## src/hw/timer_pkg.sv

```systemverilog
package timer_pkg;

  // Register port addresses
  localparam logic [1:0] ADDR_COUNT_VALUE  = 2'h0;
  localparam logic [1:0] ADDR_INTR_CONTROL = 2'h1;
  localparam logic [1:0] ADDR_OPTION       = 2'h2;

  // Reset values
  localparam logic [7:0] COUNT_VALUE_RST  = 8'h00;
  localparam logic [7:0] INTR_CONTROL_RST = 8'h00;
  localparam logic [7:0] OPTION_RST       = 8'hFF;

  // interrupt_control fields
  localparam int OVF_IRQ_EN_BIT = 5;
  localparam int OVF_FLAG_BIT   = 2;

  // option_settings fields
  localparam int CLK_SRC_SEL_BIT = 5;
  localparam int EDGE_SEL_BIT    = 4;
  localparam int PRESC_ASGN_BIT  = 3;
  localparam int RATE_LSB        = 0;
  localparam int RATE_W          = 3;

  // Instruction cycle: four oscillator periods, phases one to four
  localparam int             CLK_PERIOD_NS  = 10;
  localparam int             CLKS_PER_INSTR = 4;
  localparam logic [1:0]     PHASE_TWO      = 2'h1;
  localparam logic [1:0]     PHASE_FOUR     = 2'h3;
  localparam logic [1:0]     PHASE_LAST     = 2'h3;

  // Increment hold-off after a write to the count value
  localparam int         INHIBIT_INSTR = 2;
  localparam logic [3:0] INHIBIT_CLKS  = 4'(INHIBIT_INSTR * CLKS_PER_INSTR);

  localparam logic [7:0] COUNT_MAX = 8'hFF;

endpackage

```

## src/hw/pin_edge_sync.sv

```systemverilog
`timescale 1ns/10ps
module pin_edge_sync
  import timer_pkg::*;
(
  // Clock and reset
  input  wire logic clk,
  input  wire logic rst_n,
  // Pin side
  input  wire logic pin_in,
  // Core side
  output logic      level,
  output logic      rise,
  output logic      fall
);

  typedef struct packed {
    logic s1;
    logic s2;
    logic s3;
  } sync_state_t;

  sync_state_t st_reg;
  sync_state_t st_next;

  always_comb begin
    st_next    = st_reg;
    st_next.s1 = pin_in;
    st_next.s2 = st_reg.s1;
    st_next.s3 = st_reg.s2;
  end

  always_ff @(posedge clk or negedge rst_n) begin
    if (!rst_n) begin
      st_reg <= '0;
    end else begin
      st_reg <= st_next;
    end
  end

  // Edges are seen only past the second stage
  assign level = st_reg.s2;
  assign rise  = st_reg.s2 & ~st_reg.s3;
  assign fall  = ~st_reg.s2 & st_reg.s3;

endmodule

```

## src/hw/shared_prescaler.sv

```systemverilog
`timescale 1ns/10ps
module shared_prescaler
  import timer_pkg::*;
(
  // Clock and reset
  input  wire logic       clk,
  input  wire logic       rst_n,
  // Control
  input  wire logic       clear,
  input  wire logic       step,
  input  wire logic [3:0] div_exp,
  // Output
  output logic            tick,
  output logic            level,
  output logic [7:0]      count
);

  typedef struct packed {
    logic [7:0] cnt;
  } presc_state_t;

  presc_state_t st_reg;
  presc_state_t st_next;
  logic [7:0]   mask;

  // Divide by two to the power div_exp; exponent 8 gives a full mask
  assign mask  = ~(8'hFF << div_exp);
  assign tick  = step & ((st_reg.cnt & mask) == mask);
  assign level = (div_exp == 4'h0) ? 1'b0 : st_reg.cnt[3'(div_exp - 4'h1)];
  assign count = st_reg.cnt;

  always_comb begin
    st_next = st_reg;
    if (clear) begin
      st_next.cnt = 8'h00;
    end else if (step) begin
      st_next.cnt = st_reg.cnt + 8'h01;
    end
  end

  always_ff @(posedge clk or negedge rst_n) begin
    if (!rst_n) begin
      st_reg <= '0;
    end else begin
      st_reg <= st_next;
    end
  end

endmodule

```

## src/hw/count_timer.sv

```systemverilog
// Functional notes
// - Eight-bit count value works as cycle timer or external edge counter.
// - Timer mode counts each instruction cycle, or each prescaler output when assigned.
// - A write to the count value blocks counting for two instruction cycles.
// - Counter mode counts external pin edges of the chosen polarity.
// - One prescaler serves counter or watchdog; assign bit zero gives it to counter.
// - Prescaler on counter: rate field picks eight ratios from 1:2 to 1:256.
// - Undivided counting only when the prescaler belongs to the watchdog.
// - Prescaler count is neither readable nor writable by software.
// - Count value write clears the prescaler while assigned to the counter.
// - Clear-watchdog clears watchdog and prescaler while assigned to the watchdog.
// - Wrap from FF to 00 sets the overflow flag regardless of enable.
// - Hardware never clears the overflow flag; software clears it by writing.
// - Overflow interrupt request only while the enable bit is set.
// - During sleep the count holds and does not advance.
// - Edge select one counts falling edges, zero counts rising edges.
// - External count is sampled on phase two and phase four.
//
// The plain strobed port and the register addresses were left to the implementer.
`timescale 1ns/10ps
module count_timer
  import timer_pkg::*;
(
  // Clock and reset
  input  wire logic       CLK,
  input  wire logic       RSTN,
  // Register port
  input  wire logic [1:0] ADDR,
  input  wire logic [7:0] WDATA,
  input  wire logic       WR,
  input  wire logic       RD,
  output logic      [7:0] RDATA,
  // Core status and pins
  input  wire logic       SLEEP,
  input  wire logic       CLEAR_WATCHDOG_INSTR,
  input  wire logic       EXTERNAL_COUNT_INPUT,
  // Outputs
  output logic            IRQ,
  output logic            WATCHDOG_TICK,
  output logic            WATCHDOG_CLEAR
);

  typedef struct packed {
    logic [1:0] phase;
    logic [7:0] count_value;
    logic [7:0] interrupt_control;
    logic [7:0] option_settings;
    logic [3:0] inhibit;
    logic       sample;
    logic [7:0] rdata;
    logic       irq;
    logic       wdt_tick;
    logic       wdt_clear;
  } timer_state_t;

  timer_state_t st_reg;
  timer_state_t st_next;

  logic       clock_source_select;
  logic       edge_select;
  logic       prescaler_assign;
  logic [2:0] rate_field;
  logic       wr_count;
  logic       wr_intr;
  logic       wr_opt;
  logic       cycle_tick;
  logic       sample_point;
  logic       pin_level;
  logic       pin_rise;
  logic       pin_fall;
  logic       ext_edge;
  logic       presc_clear;
  logic       presc_step;
  logic [3:0] presc_exp;
  logic       presc_tick;
  logic       presc_level;
  logic [7:0] presc_count;
  logic       timer_pulse;
  logic       counter_level;
  logic       counter_pulse;
  logic       incr;

  assign clock_source_select = st_reg.option_settings[CLK_SRC_SEL_BIT];
  assign edge_select         = st_reg.option_settings[EDGE_SEL_BIT];
  assign prescaler_assign    = st_reg.option_settings[PRESC_ASGN_BIT];
  assign rate_field          = st_reg.option_settings[RATE_LSB +: RATE_W];

  assign wr_count = WR && (ADDR == ADDR_COUNT_VALUE);
  assign wr_intr  = WR && (ADDR == ADDR_INTR_CONTROL);
  assign wr_opt   = WR && (ADDR == ADDR_OPTION);

  assign cycle_tick   = (st_reg.phase == PHASE_LAST);
  assign sample_point = (st_reg.phase == PHASE_TWO) || (st_reg.phase == PHASE_FOUR);

  pin_edge_sync u_pin (
    .clk    (CLK),
    .rst_n  (RSTN),
    .pin_in (EXTERNAL_COUNT_INPUT),
    .level  (pin_level),
    .rise   (pin_rise),
    .fall   (pin_fall)
  );

  assign ext_edge = edge_select ? pin_fall : pin_rise;

  assign presc_clear = (wr_count && !prescaler_assign) || (CLEAR_WATCHDOG_INSTR && prescaler_assign);

  // one prescaler, routed by the assign bit; frozen in sleep only while on the counter
  assign presc_step = prescaler_assign ? cycle_tick
                    : (!SLEEP && (clock_source_select ? ext_edge : cycle_tick));

  // ratio exponent, one step higher for the counter
  assign presc_exp = prescaler_assign ? {1'b0, rate_field} : ({1'b0, rate_field} + 4'h1);

  shared_prescaler u_presc (
    .clk     (CLK),
    .rst_n   (RSTN),
    .clear   (presc_clear),
    .step    (presc_step),
    .div_exp (presc_exp),
    .tick    (presc_tick),
    .level   (presc_level),
    .count   (presc_count)
  );

  // timer source, undivided only without the prescaler
  assign timer_pulse = prescaler_assign ? cycle_tick : presc_tick;

  // counter source; inverting makes the chosen edge a rise
  assign counter_level = prescaler_assign ? (pin_level ^ edge_select) : presc_level;

  // rise seen between two phase samples
  assign counter_pulse = sample_point && counter_level && !st_reg.sample;

  assign incr = !SLEEP && (st_reg.inhibit == 4'h0) && !wr_count
             && (clock_source_select ? counter_pulse : timer_pulse);

  always_comb begin
    st_next           = st_reg;
    st_next.phase     = st_reg.phase + 2'h1;
    st_next.rdata     = 8'h00;
    st_next.wdt_clear = CLEAR_WATCHDOG_INSTR && prescaler_assign;
    st_next.wdt_tick  = prescaler_assign && presc_tick;
    if (sample_point) begin
      st_next.sample = counter_level;
    end
    if (st_reg.inhibit != 4'h0) begin
      st_next.inhibit = st_reg.inhibit - 4'h1;
    end
    if (wr_count) begin
      st_next.count_value = WDATA;
      st_next.inhibit     = INHIBIT_CLKS;
    end else if (incr) begin
      st_next.count_value = st_reg.count_value + 8'h01;
    end
    if (wr_intr) begin
      st_next.interrupt_control = WDATA;
    end
    // overflow sets; set beats a clearing write
    if (incr && (st_reg.count_value == COUNT_MAX)) begin
      st_next.interrupt_control[OVF_FLAG_BIT] = 1'b1;
    end
    if (wr_opt) begin
      st_next.option_settings = WDATA;
    end
    // prescaler count has no read path
    if (RD) begin
      unique case (ADDR)
        ADDR_COUNT_VALUE:  st_next.rdata = st_reg.count_value;
        ADDR_INTR_CONTROL: st_next.rdata = st_reg.interrupt_control;
        ADDR_OPTION:       st_next.rdata = st_reg.option_settings;
        default:           st_next.rdata = 8'h00;
      endcase
    end
    st_next.irq = st_next.interrupt_control[OVF_FLAG_BIT] && st_next.interrupt_control[OVF_IRQ_EN_BIT];
  end

  always_ff @(posedge CLK or negedge RSTN) begin
    if (!RSTN) begin
      st_reg                   <= '0;
      st_reg.count_value       <= COUNT_VALUE_RST;
      st_reg.interrupt_control <= INTR_CONTROL_RST;
      st_reg.option_settings   <= OPTION_RST;
      // Starts high so a pin already at the counting level is not taken as an edge
      st_reg.sample            <= 1'b1;
    end else begin
      st_reg <= st_next;
    end
  end

  assign RDATA          = st_reg.rdata;
  assign IRQ            = st_reg.irq;
  assign WATCHDOG_TICK  = st_reg.wdt_tick;
  assign WATCHDOG_CLEAR = st_reg.wdt_clear;
endmodule

```

## config.mk

```make
export PLATFORM = sky130hd
export DESIGN_NAME = count_timer
export DESIGN_NICKNAME = d
export VERILOG_FILES = /design/src/hw/timer_pkg.sv /design/src/hw/pin_edge_sync.sv /design/src/hw/shared_prescaler.sv /design/src/hw/count_timer.sv
export SDC_FILE = /design/constraint.sdc
export NUM_CORES = 1
export LEC_CHECK = 0
export ABC_CLOCK_PERIOD_IN_PS = 3200
export BUFFER_PORTS_ARGS = -buffer_cell sky130_fd_sc_hd__buf_2
export CAP_MARGIN = 25
export CORE_AREA = 3 3 81 83
export DETAILED_ROUTE_END_ITERATION = 8
export DIE_AREA = 0 0 84 86
export PLACE_DENSITY = 0.67
export SLEW_MARGIN = 20
export SYNTH_ARGS = -nofsm -noshare
export SYNTH_HDL_FRONTEND = slang
export SYNTH_SLANG_ARGS = --single-unit
```

## constraint.sdc

```tcl
create_clock -name CLK -period 3.2 [get_ports CLK]
set_input_delay 0.16 -clock CLK [delete_from_list [all_inputs] [get_ports CLK]]
set_output_delay 0.16 -clock CLK [all_outputs]
set_load 0.01 [all_outputs]
```

## Yosys cells after proc, flatten, opt, wreduce, memory -nomap -nowiden

Cells that the tools add are included.
W data, S select, Z words.

- Register bits after elaboration: 53
- Bits of input ports: 17
- Output and inout bits: 11
- Logic and storage cells: 84

- Add/sub/neg operators: 6
- Magnitude comparators: 1
- Equality and inequality tests: 6
- Shift-type cells: 1
- Mux-type cells: 20
- Bitwise logic cells: 8
- Reduce and logical (&&, ||, !) cells: 27

Operators by type and width:

| operator | count |
|---|---|
| $mux W8 | 5 |
| $pmux W8 S3 | 1 |
| $add A8 B1 Y8 const B | 2 |
| $logic_and A1 B1 Y1 | 14 |
| $mux W4 | 3 |
| $mux W1 | 9 |
| $and A8 B8 Y8 | 1 |
| $eq A8 B8 Y1 | 1 |
| $eq A8 B8 Y1 const B | 1 |
| $logic_not A4 Y1 | 2 |
| $not A8 Y8 | 1 |
| $shl A8 B4 Y8 const A | 1 |
| $mux W6 | 1 |
| $reduce_bool A2 Y1 | 3 |
| $add A3 B1 Y4 const B | 1 |
| $eq A2 B1 Y1 const B | 2 |
| $eq A2 B2 Y1 const B | 2 |
| $logic_not A1 Y1 | 4 |
| $lt A3 B4 Y1 const B | 1 |
| $reduce_bool A4 Y1 | 1 |
| $sub A4 B1 Y4 const B | 1 |
| $and A1 B1 Y1 | 3 |
| $bmux W1 S3 | 1 |
| $sub A3 B1 Y3 const B | 1 |
| 5 further kinds | 7 |

## Depth between registers and ports, before layout

- Depth in word-level cells: 14
- Gate-level depth with buffers: 11
- Depth with buffers taken out: 11

## By module

Synthesis repeated with hierarchy kept, for this count alone.

- Cell total of the unflattened synthesis: 280
- Area total of the unflattened synthesis: 2,875.3 um^2

By module, submodules not included:

| module | times used | cells each | area an instance (um^2) | seq. area each (um^2) |
|---|---|---|---|---|
| count_timer | 1 | 206 | 2,179.6 | 1,062.3 |
| shared_prescaler | 1 | 69 | 605.6 | 200.2 |
| pin_edge_sync | 1 | 5 | 90.1 | 75.1 |

## Worst setup path before layout

No wires, ideal clock.

- Path type: flip-flop to flip-flop
- Start: register st_reg (netlist bit rate_field[1])
- End: register st_reg[38] (netlist bit)
- Library setup time: 0.082 ns
- Data arrival time: 2.706 ns
- Path slack: 0.412 ns
- Stages on the path, launching flop included: 11
- Buffers on the path: 0
- Period minus slack after synthesis: 2.788 ns
- Cells stage by stage: dfstp_2 ha_1 mux2i_1 inv_1 ha_1 o221a_1 a2111o_1 a31oi_4 a2bb2oi_2 or3_1 a31oi_1

- Word-level cells in the longest chain between the ends: 12
- Elaborated cells on any way between the ends: 19
- Classes of those cells: add/sub: 2; eq/ne: 1; shift: 1; mux: 7; bitwise: 3; reduce/logical: 5

RTL lines:

| what | RTL line | RTL |
|---|---|---|
| from (decl) | count_timer.sv:56 | `timer_state_t st_reg;` |
| from (signal assigned) | count_timer.sv:187 | `st_reg <= st_next;` |
| $add A3 B1 Y4 | count_timer.sv:113 | `assign presc_exp = prescaler_assign ? {1'b0, rate_field} : ({1'b0, rate_field} + 4'h1);` |
| $mux W4 (*) | count_timer.sv:113 |  |
| $sub A3 B1 Y3 | shared_prescaler.sv:29 | `assign level = (div_exp == 4'h0) ? 1'b0 : st_reg.cnt[3'(div_exp - 4'h1)];` |
| $bmux W1 S3 | shared_prescaler.sv:29 |  |
| $mux W1 (not written as such) | shared_prescaler.sv:29 |  |
| $mux W1 | shared_prescaler.sv:29 |  |
| $mux W1 | count_timer.sv:130 | `assign counter_level = prescaler_assign ? (pin_level ^ edge_select) : presc_level;` |
| $logic_and A1 B1 Y1 (2 in a row) | count_timer.sv:133 | `assign counter_pulse = sample_point && counter_level && !st_reg.sample;` |
| $mux W1 (*) | count_timer.sv:136 | `&& (clock_source_select ? counter_pulse : timer_pulse);` |
| $logic_and A1 B1 Y1 (*) | count_timer.sv:136 |  |
| $reduce_bool A2 Y1 (no source line) (*) | - |  |

Mark *: on every way between the ends. The rest lies on a longest branch, timed or not. The select of a mux whose other input is x is not followed.
A chain may end at the register's enable or synchronous reset.

## Worst setup path in the final report

- Start: register st_reg (netlist bit rate_field[0])
- End: register st_reg[38] (netlist bit)

Same word-level chain as after synthesis.

==> flow_summary.yaml <==
timing:
  period_utilisation_layout_pct: 93.85
  max_slew_margin_pct: 35.89
  setup_skew_ns: 0.01655
  maxSlewViolCount: 0
  tightest_slew_ns: 0.9482
  timing.setup.tns_ns: 0
  final_hold_viol_count: 0
  final.min_clock_period_ns: 3.003
  setup_viol: 0
  peak_freq_ghz: 0.3330
  grt_setup_unrepaired: "no"
route:
  dr_total_vias: 2046
  route.detailed.drc: 0
  final_antenna_net_count: 0
  detail_route.first_pass.iterations: 4
  first_iter_violations: 101
  routedWlPerCell_um: 15.21
  drt_wl_total_mm: 5.734
  detail_route.vias_per_cell: 5.427
placed_design:
  place_inst: 365
  port_buffers: 27
  finalWeightedCongestion: 0.8435
  place.detailed.hpwl_mm: 4.106
synthesis:
  synth_compound_area_share_pct: 11.69
  synth.cells.most_frequent: "sky130_fd_sc_hd__dfrtp_1 (44), sky130_fd_sc_hd__nor2_1 (23), sky130_fd_sc_hd__nand2_1 (21), sky130_fd_sc_hd__o21ai_0 (18), sky130_fd_sc_hd__mux2_2 (15)"
  synth_area_leader_cell: "sky130_fd_sc_hd__dfrtp_1"
  synth-warning-count: 0
  synth.top_cells.by_area: "sky130_fd_sc_hd__dfrtp_1 (38%), sky130_fd_sc_hd__dfstp_2 (8.2%), sky130_fd_sc_hd__mux2_2 (5.8%)"
  main_combinational_cell_family_by_area_after_synthesis: "simple AND/OR/NAND/NOR gates"
  synth-simple-area-share_pct: 17.94
  synthesis.area_um2: 2902
  mappedNetlistNets: 302
  synthDistinctLibCells: 51
  part_of_the_yosys_area_used_for_sequential_elements_pct: 46.10
  muxShareOfSynthArea_pct: 10.74
  synth-seq-cells: 53
  syn_inst: 277
  synth_edf_count: 0
  yosys.area.top_type_share_pct: 37.95
  avgSynthCellArea_um2: 10.47
  postSynth.asyncResetShare_pct: 100.0
  post_synth_fa_ha_maj_area_fraction_pct: 3.450
  ys.flop_type: "sky130_fd_sc_hd__dfrtp_1"
  synth_most_common_cell: "sky130_fd_sc_hd__dfrtp_1"
  post_synth_xor_area_fraction_pct: 4.571
power_and_ir_drop:
  p_int_mw: 1.258
  p_seq_share_pct: 47.5
  cellLeakagePower_nw: 1.416
  swShare_pct: 33.93
  max-vdd-ir-drop_uv: 319.6
  combPwrFrac_pct: 31.4
  post-layout-total-power_mw: 1.904
  power_frac_clock_pct: 21.1
  power.density_cell_area_nw_per_um2: 593.3
  power_switching_mw: 0.6461
final_layout:
  layout.core_utilization_pct: 54.21
  layout.cells.non_filler: 377
  drive_gt1_share_pct: 24.50
  area_growth_syn_to_layout_pct: 10.61
  number_of_flip_flops_under_the_largest_register_name: 25
  antennaDiodeCount: 0
  fin_nets: 326
floorplan:
  fp.dieW_um: 84
  dieHeight_um: 86
  die_area_um2: 7224
  design.core.area_um2: 5921
  start_util_pct: 49.01
  ios: 28
  placement_rows: 28
global_routing:
  grt_pass1_vias: 1916
  grt_pass1_wl_mm: 9.777
  grt_antenna_before_repair: 0
  globalRouteOverflowTotal: 0
  largest_net_degree_at_the_start_of_global_routing: 35
  globalRouteTotalUtil_pct: 17.08
clock_network:
  cts_buffers: 5
  tritoncts: "yes"
  worstSkewPairLatency_ns: 0.32
  htreeDepth: 2
  cts_root_buf: "sky130_fd_sc_hd__clkbuf_8"
  cts.sinks: 53
  clkTransAtPathRegs_ns: 0.11
  ctsLongestPathBuffers: 2
critical_path:
  cp-start-kind: "flip-flop"
  end_kind: "flip-flop"
  delay_of_the_slowest_cell_on_the_worst_path_ns: 0.55
  crit_path_top_delay_cell: "sky130_fd_sc_hd__dfstp_2"
  worst-setup-path-type: "reg -> reg"
  worst_ep_required_time_ns: 3.44
  cp_top_family: "compound AO/OA/AOI/OAI gates"
  cell_chain_critical_path: "ha_1 -> mux2i_2 -> inv_1 -> ha_1 -> o221a_1 -> a2111o_1 -> a31oi_4 -> a2bb2oi_4 -> or3_1 -> a31oi_1"
  timing.critical_path.arrival_ns: 3.24
  worstPathMaxFanout: 8
  crit_buf_inv: 1
  critical-path-top-cell-by-count: "sky130_fd_sc_hd__ha_1"
outcome:
  outcome: "complete, no violations"
min_path:
  timing.hold.worst.class: "in -> reg"
run:
  timing.max_cap.violations: 0
cells in the final DEF, fill, tap and decap left out, drive strengths merged, types with 2 or more instances in the layout:
cell / Yosys / layout
clkbuf: 4 / 5
mux2: 15 / 15
nand2b: 2 / 2
dlygate4sd3: 0 / 2
a21boi: 2 / 2
a31oi: 7 / 7
inv: 11 / 13
and2: 12 / 12
nor2: 23 / 23
a21o: 2 / 2
nand4: 5 / 5
a21oi: 5 / 5
ha: 8 / 8
o21ai: 18 / 18
nand2: 21 / 21
dfrtp: 44 / 44
xnor2: 8 / 8
mux2i: 12 / 12
nor2b: 3 / 3
dfstp: 9 / 9
xor2: 5 / 5
nor4b: 2 / 2
buf: 15 / 34
nand4b: 4 / 4
and3: 4 / 4
nor3b: 4 / 4
nor3: 3 / 3
nand3: 5 / 5
a22oi: 2 / 2
or3: 4 / 4
nand3b: 3 / 3
cell type report:
| cell class | count | area, um^2 |
|---|---|---|
| timing repair buffer | 36 | 207.7 |
| multi-input combinational | 194 | 1431 |
| clock buffer | 5 | 68.82 |
| sequential | 53 | 1338 |
| tap | 75 | 93.84 |
| inverter | 11 | 41.29 |
| clock inverter | 3 | 28.78 |
| fill | 519 | 2711 |
routing by layer:
| metal | up-vias | wire length, um | part of all wire (%) | track usage [%] |
|---|---|---|---|---|
| met4 | 0 | 99 | 1.7 | 6.871 |
| li1 | 1021 | - | - | - |
| met1 | 975 | 2874 | 50 | 24.65 |
| met5 | - | 0 | 0 | 0 |
| met3 | 8 | 211 | 3.7 | 2.690 |
| met2 | 42 | 2549 | 44 | 25.81 |
power by group through the flow:
stage / combinational (mW) / clock [mW] / sequential (mW)
finish: 0.599 / 0.402 / 0.904
global route: 0.676 / 0.449 / 0.926
CTS: 0.577 / 0.418 / 0.907
detailed placement: 0.571 / 0 / 0.919
global placement: 0.557 / 0 / 0.914
floorplan: 0.478 / 0 / 0.886
worst min-delay path: cells and delay by family:
kind | cells | cell delay [ns]
buffers and inverters | 1 | 0.09
AO/OA/AOI/OAI | 1 | 0.07
AND/OR/NAND/NOR | 1 | 0.05
metrics by stage:
stage                     setup WS, ns  cell area [um^2]  hold slack, ns
after global placement          0.2492              3049          0.2708
after CTS                       0.1135              3167         0.09052
after floorplan                 0.4120              2902         -0.1356
final                           0.1968              3209         0.09389
after global routing           0.04749              3209         0.09976
after detailed placement        0.1399              3049          0.2697
repair_timing:
action,4_1_cts,5_1_grt
resized for setup,0,3
hold endpoints to repair,28,0
setup endpoints to repair,0,6
buffers inserted,0,2
hold buffers,2,0
cell families (layout without fill, tap and decap cells):
family | Yosys count | in the layout
adder cells (fa/ha/maj) | 8 | 8
AO/OA/AOI/OAI | 48 | 48
multiplexers | 28 | 28
AND/OR/NAND/NOR | 97 | 97
buffers and inverters | 30 | 55
flip-flops | 53 | 53
XOR/XNOR | 13 | 13
path summary, 6_finish.rpt:
kind | cells past startpoint | start | end | slack (ns)
min reg2reg | 0 | u_pin.st_next[1]$_DFF_PN0_ | u_pin.level$_DFF_PN0_ | 0.36
min in group asynchronous | 2 | RSTN | RDATA[4]$_DFF_PN0_ | 0.44
min | 3 | WDATA[4] | st_reg[36]$_DFFE_PN0P_ | 0.09
max reg2reg | 10 | rate_field[0]$_DFFE_PN1P_ | st_reg[38]$_DFFE_PN0P_ | 0.20
max | 10 | rate_field[0]$_DFFE_PN1P_ | st_reg[38]$_DFFE_PN0P_ | 0.20
max in group asynchronous | 3 | RSTN | edge_select$_DFFE_PN1P_ | 1.96
Power figures use the tool's default switching activity.
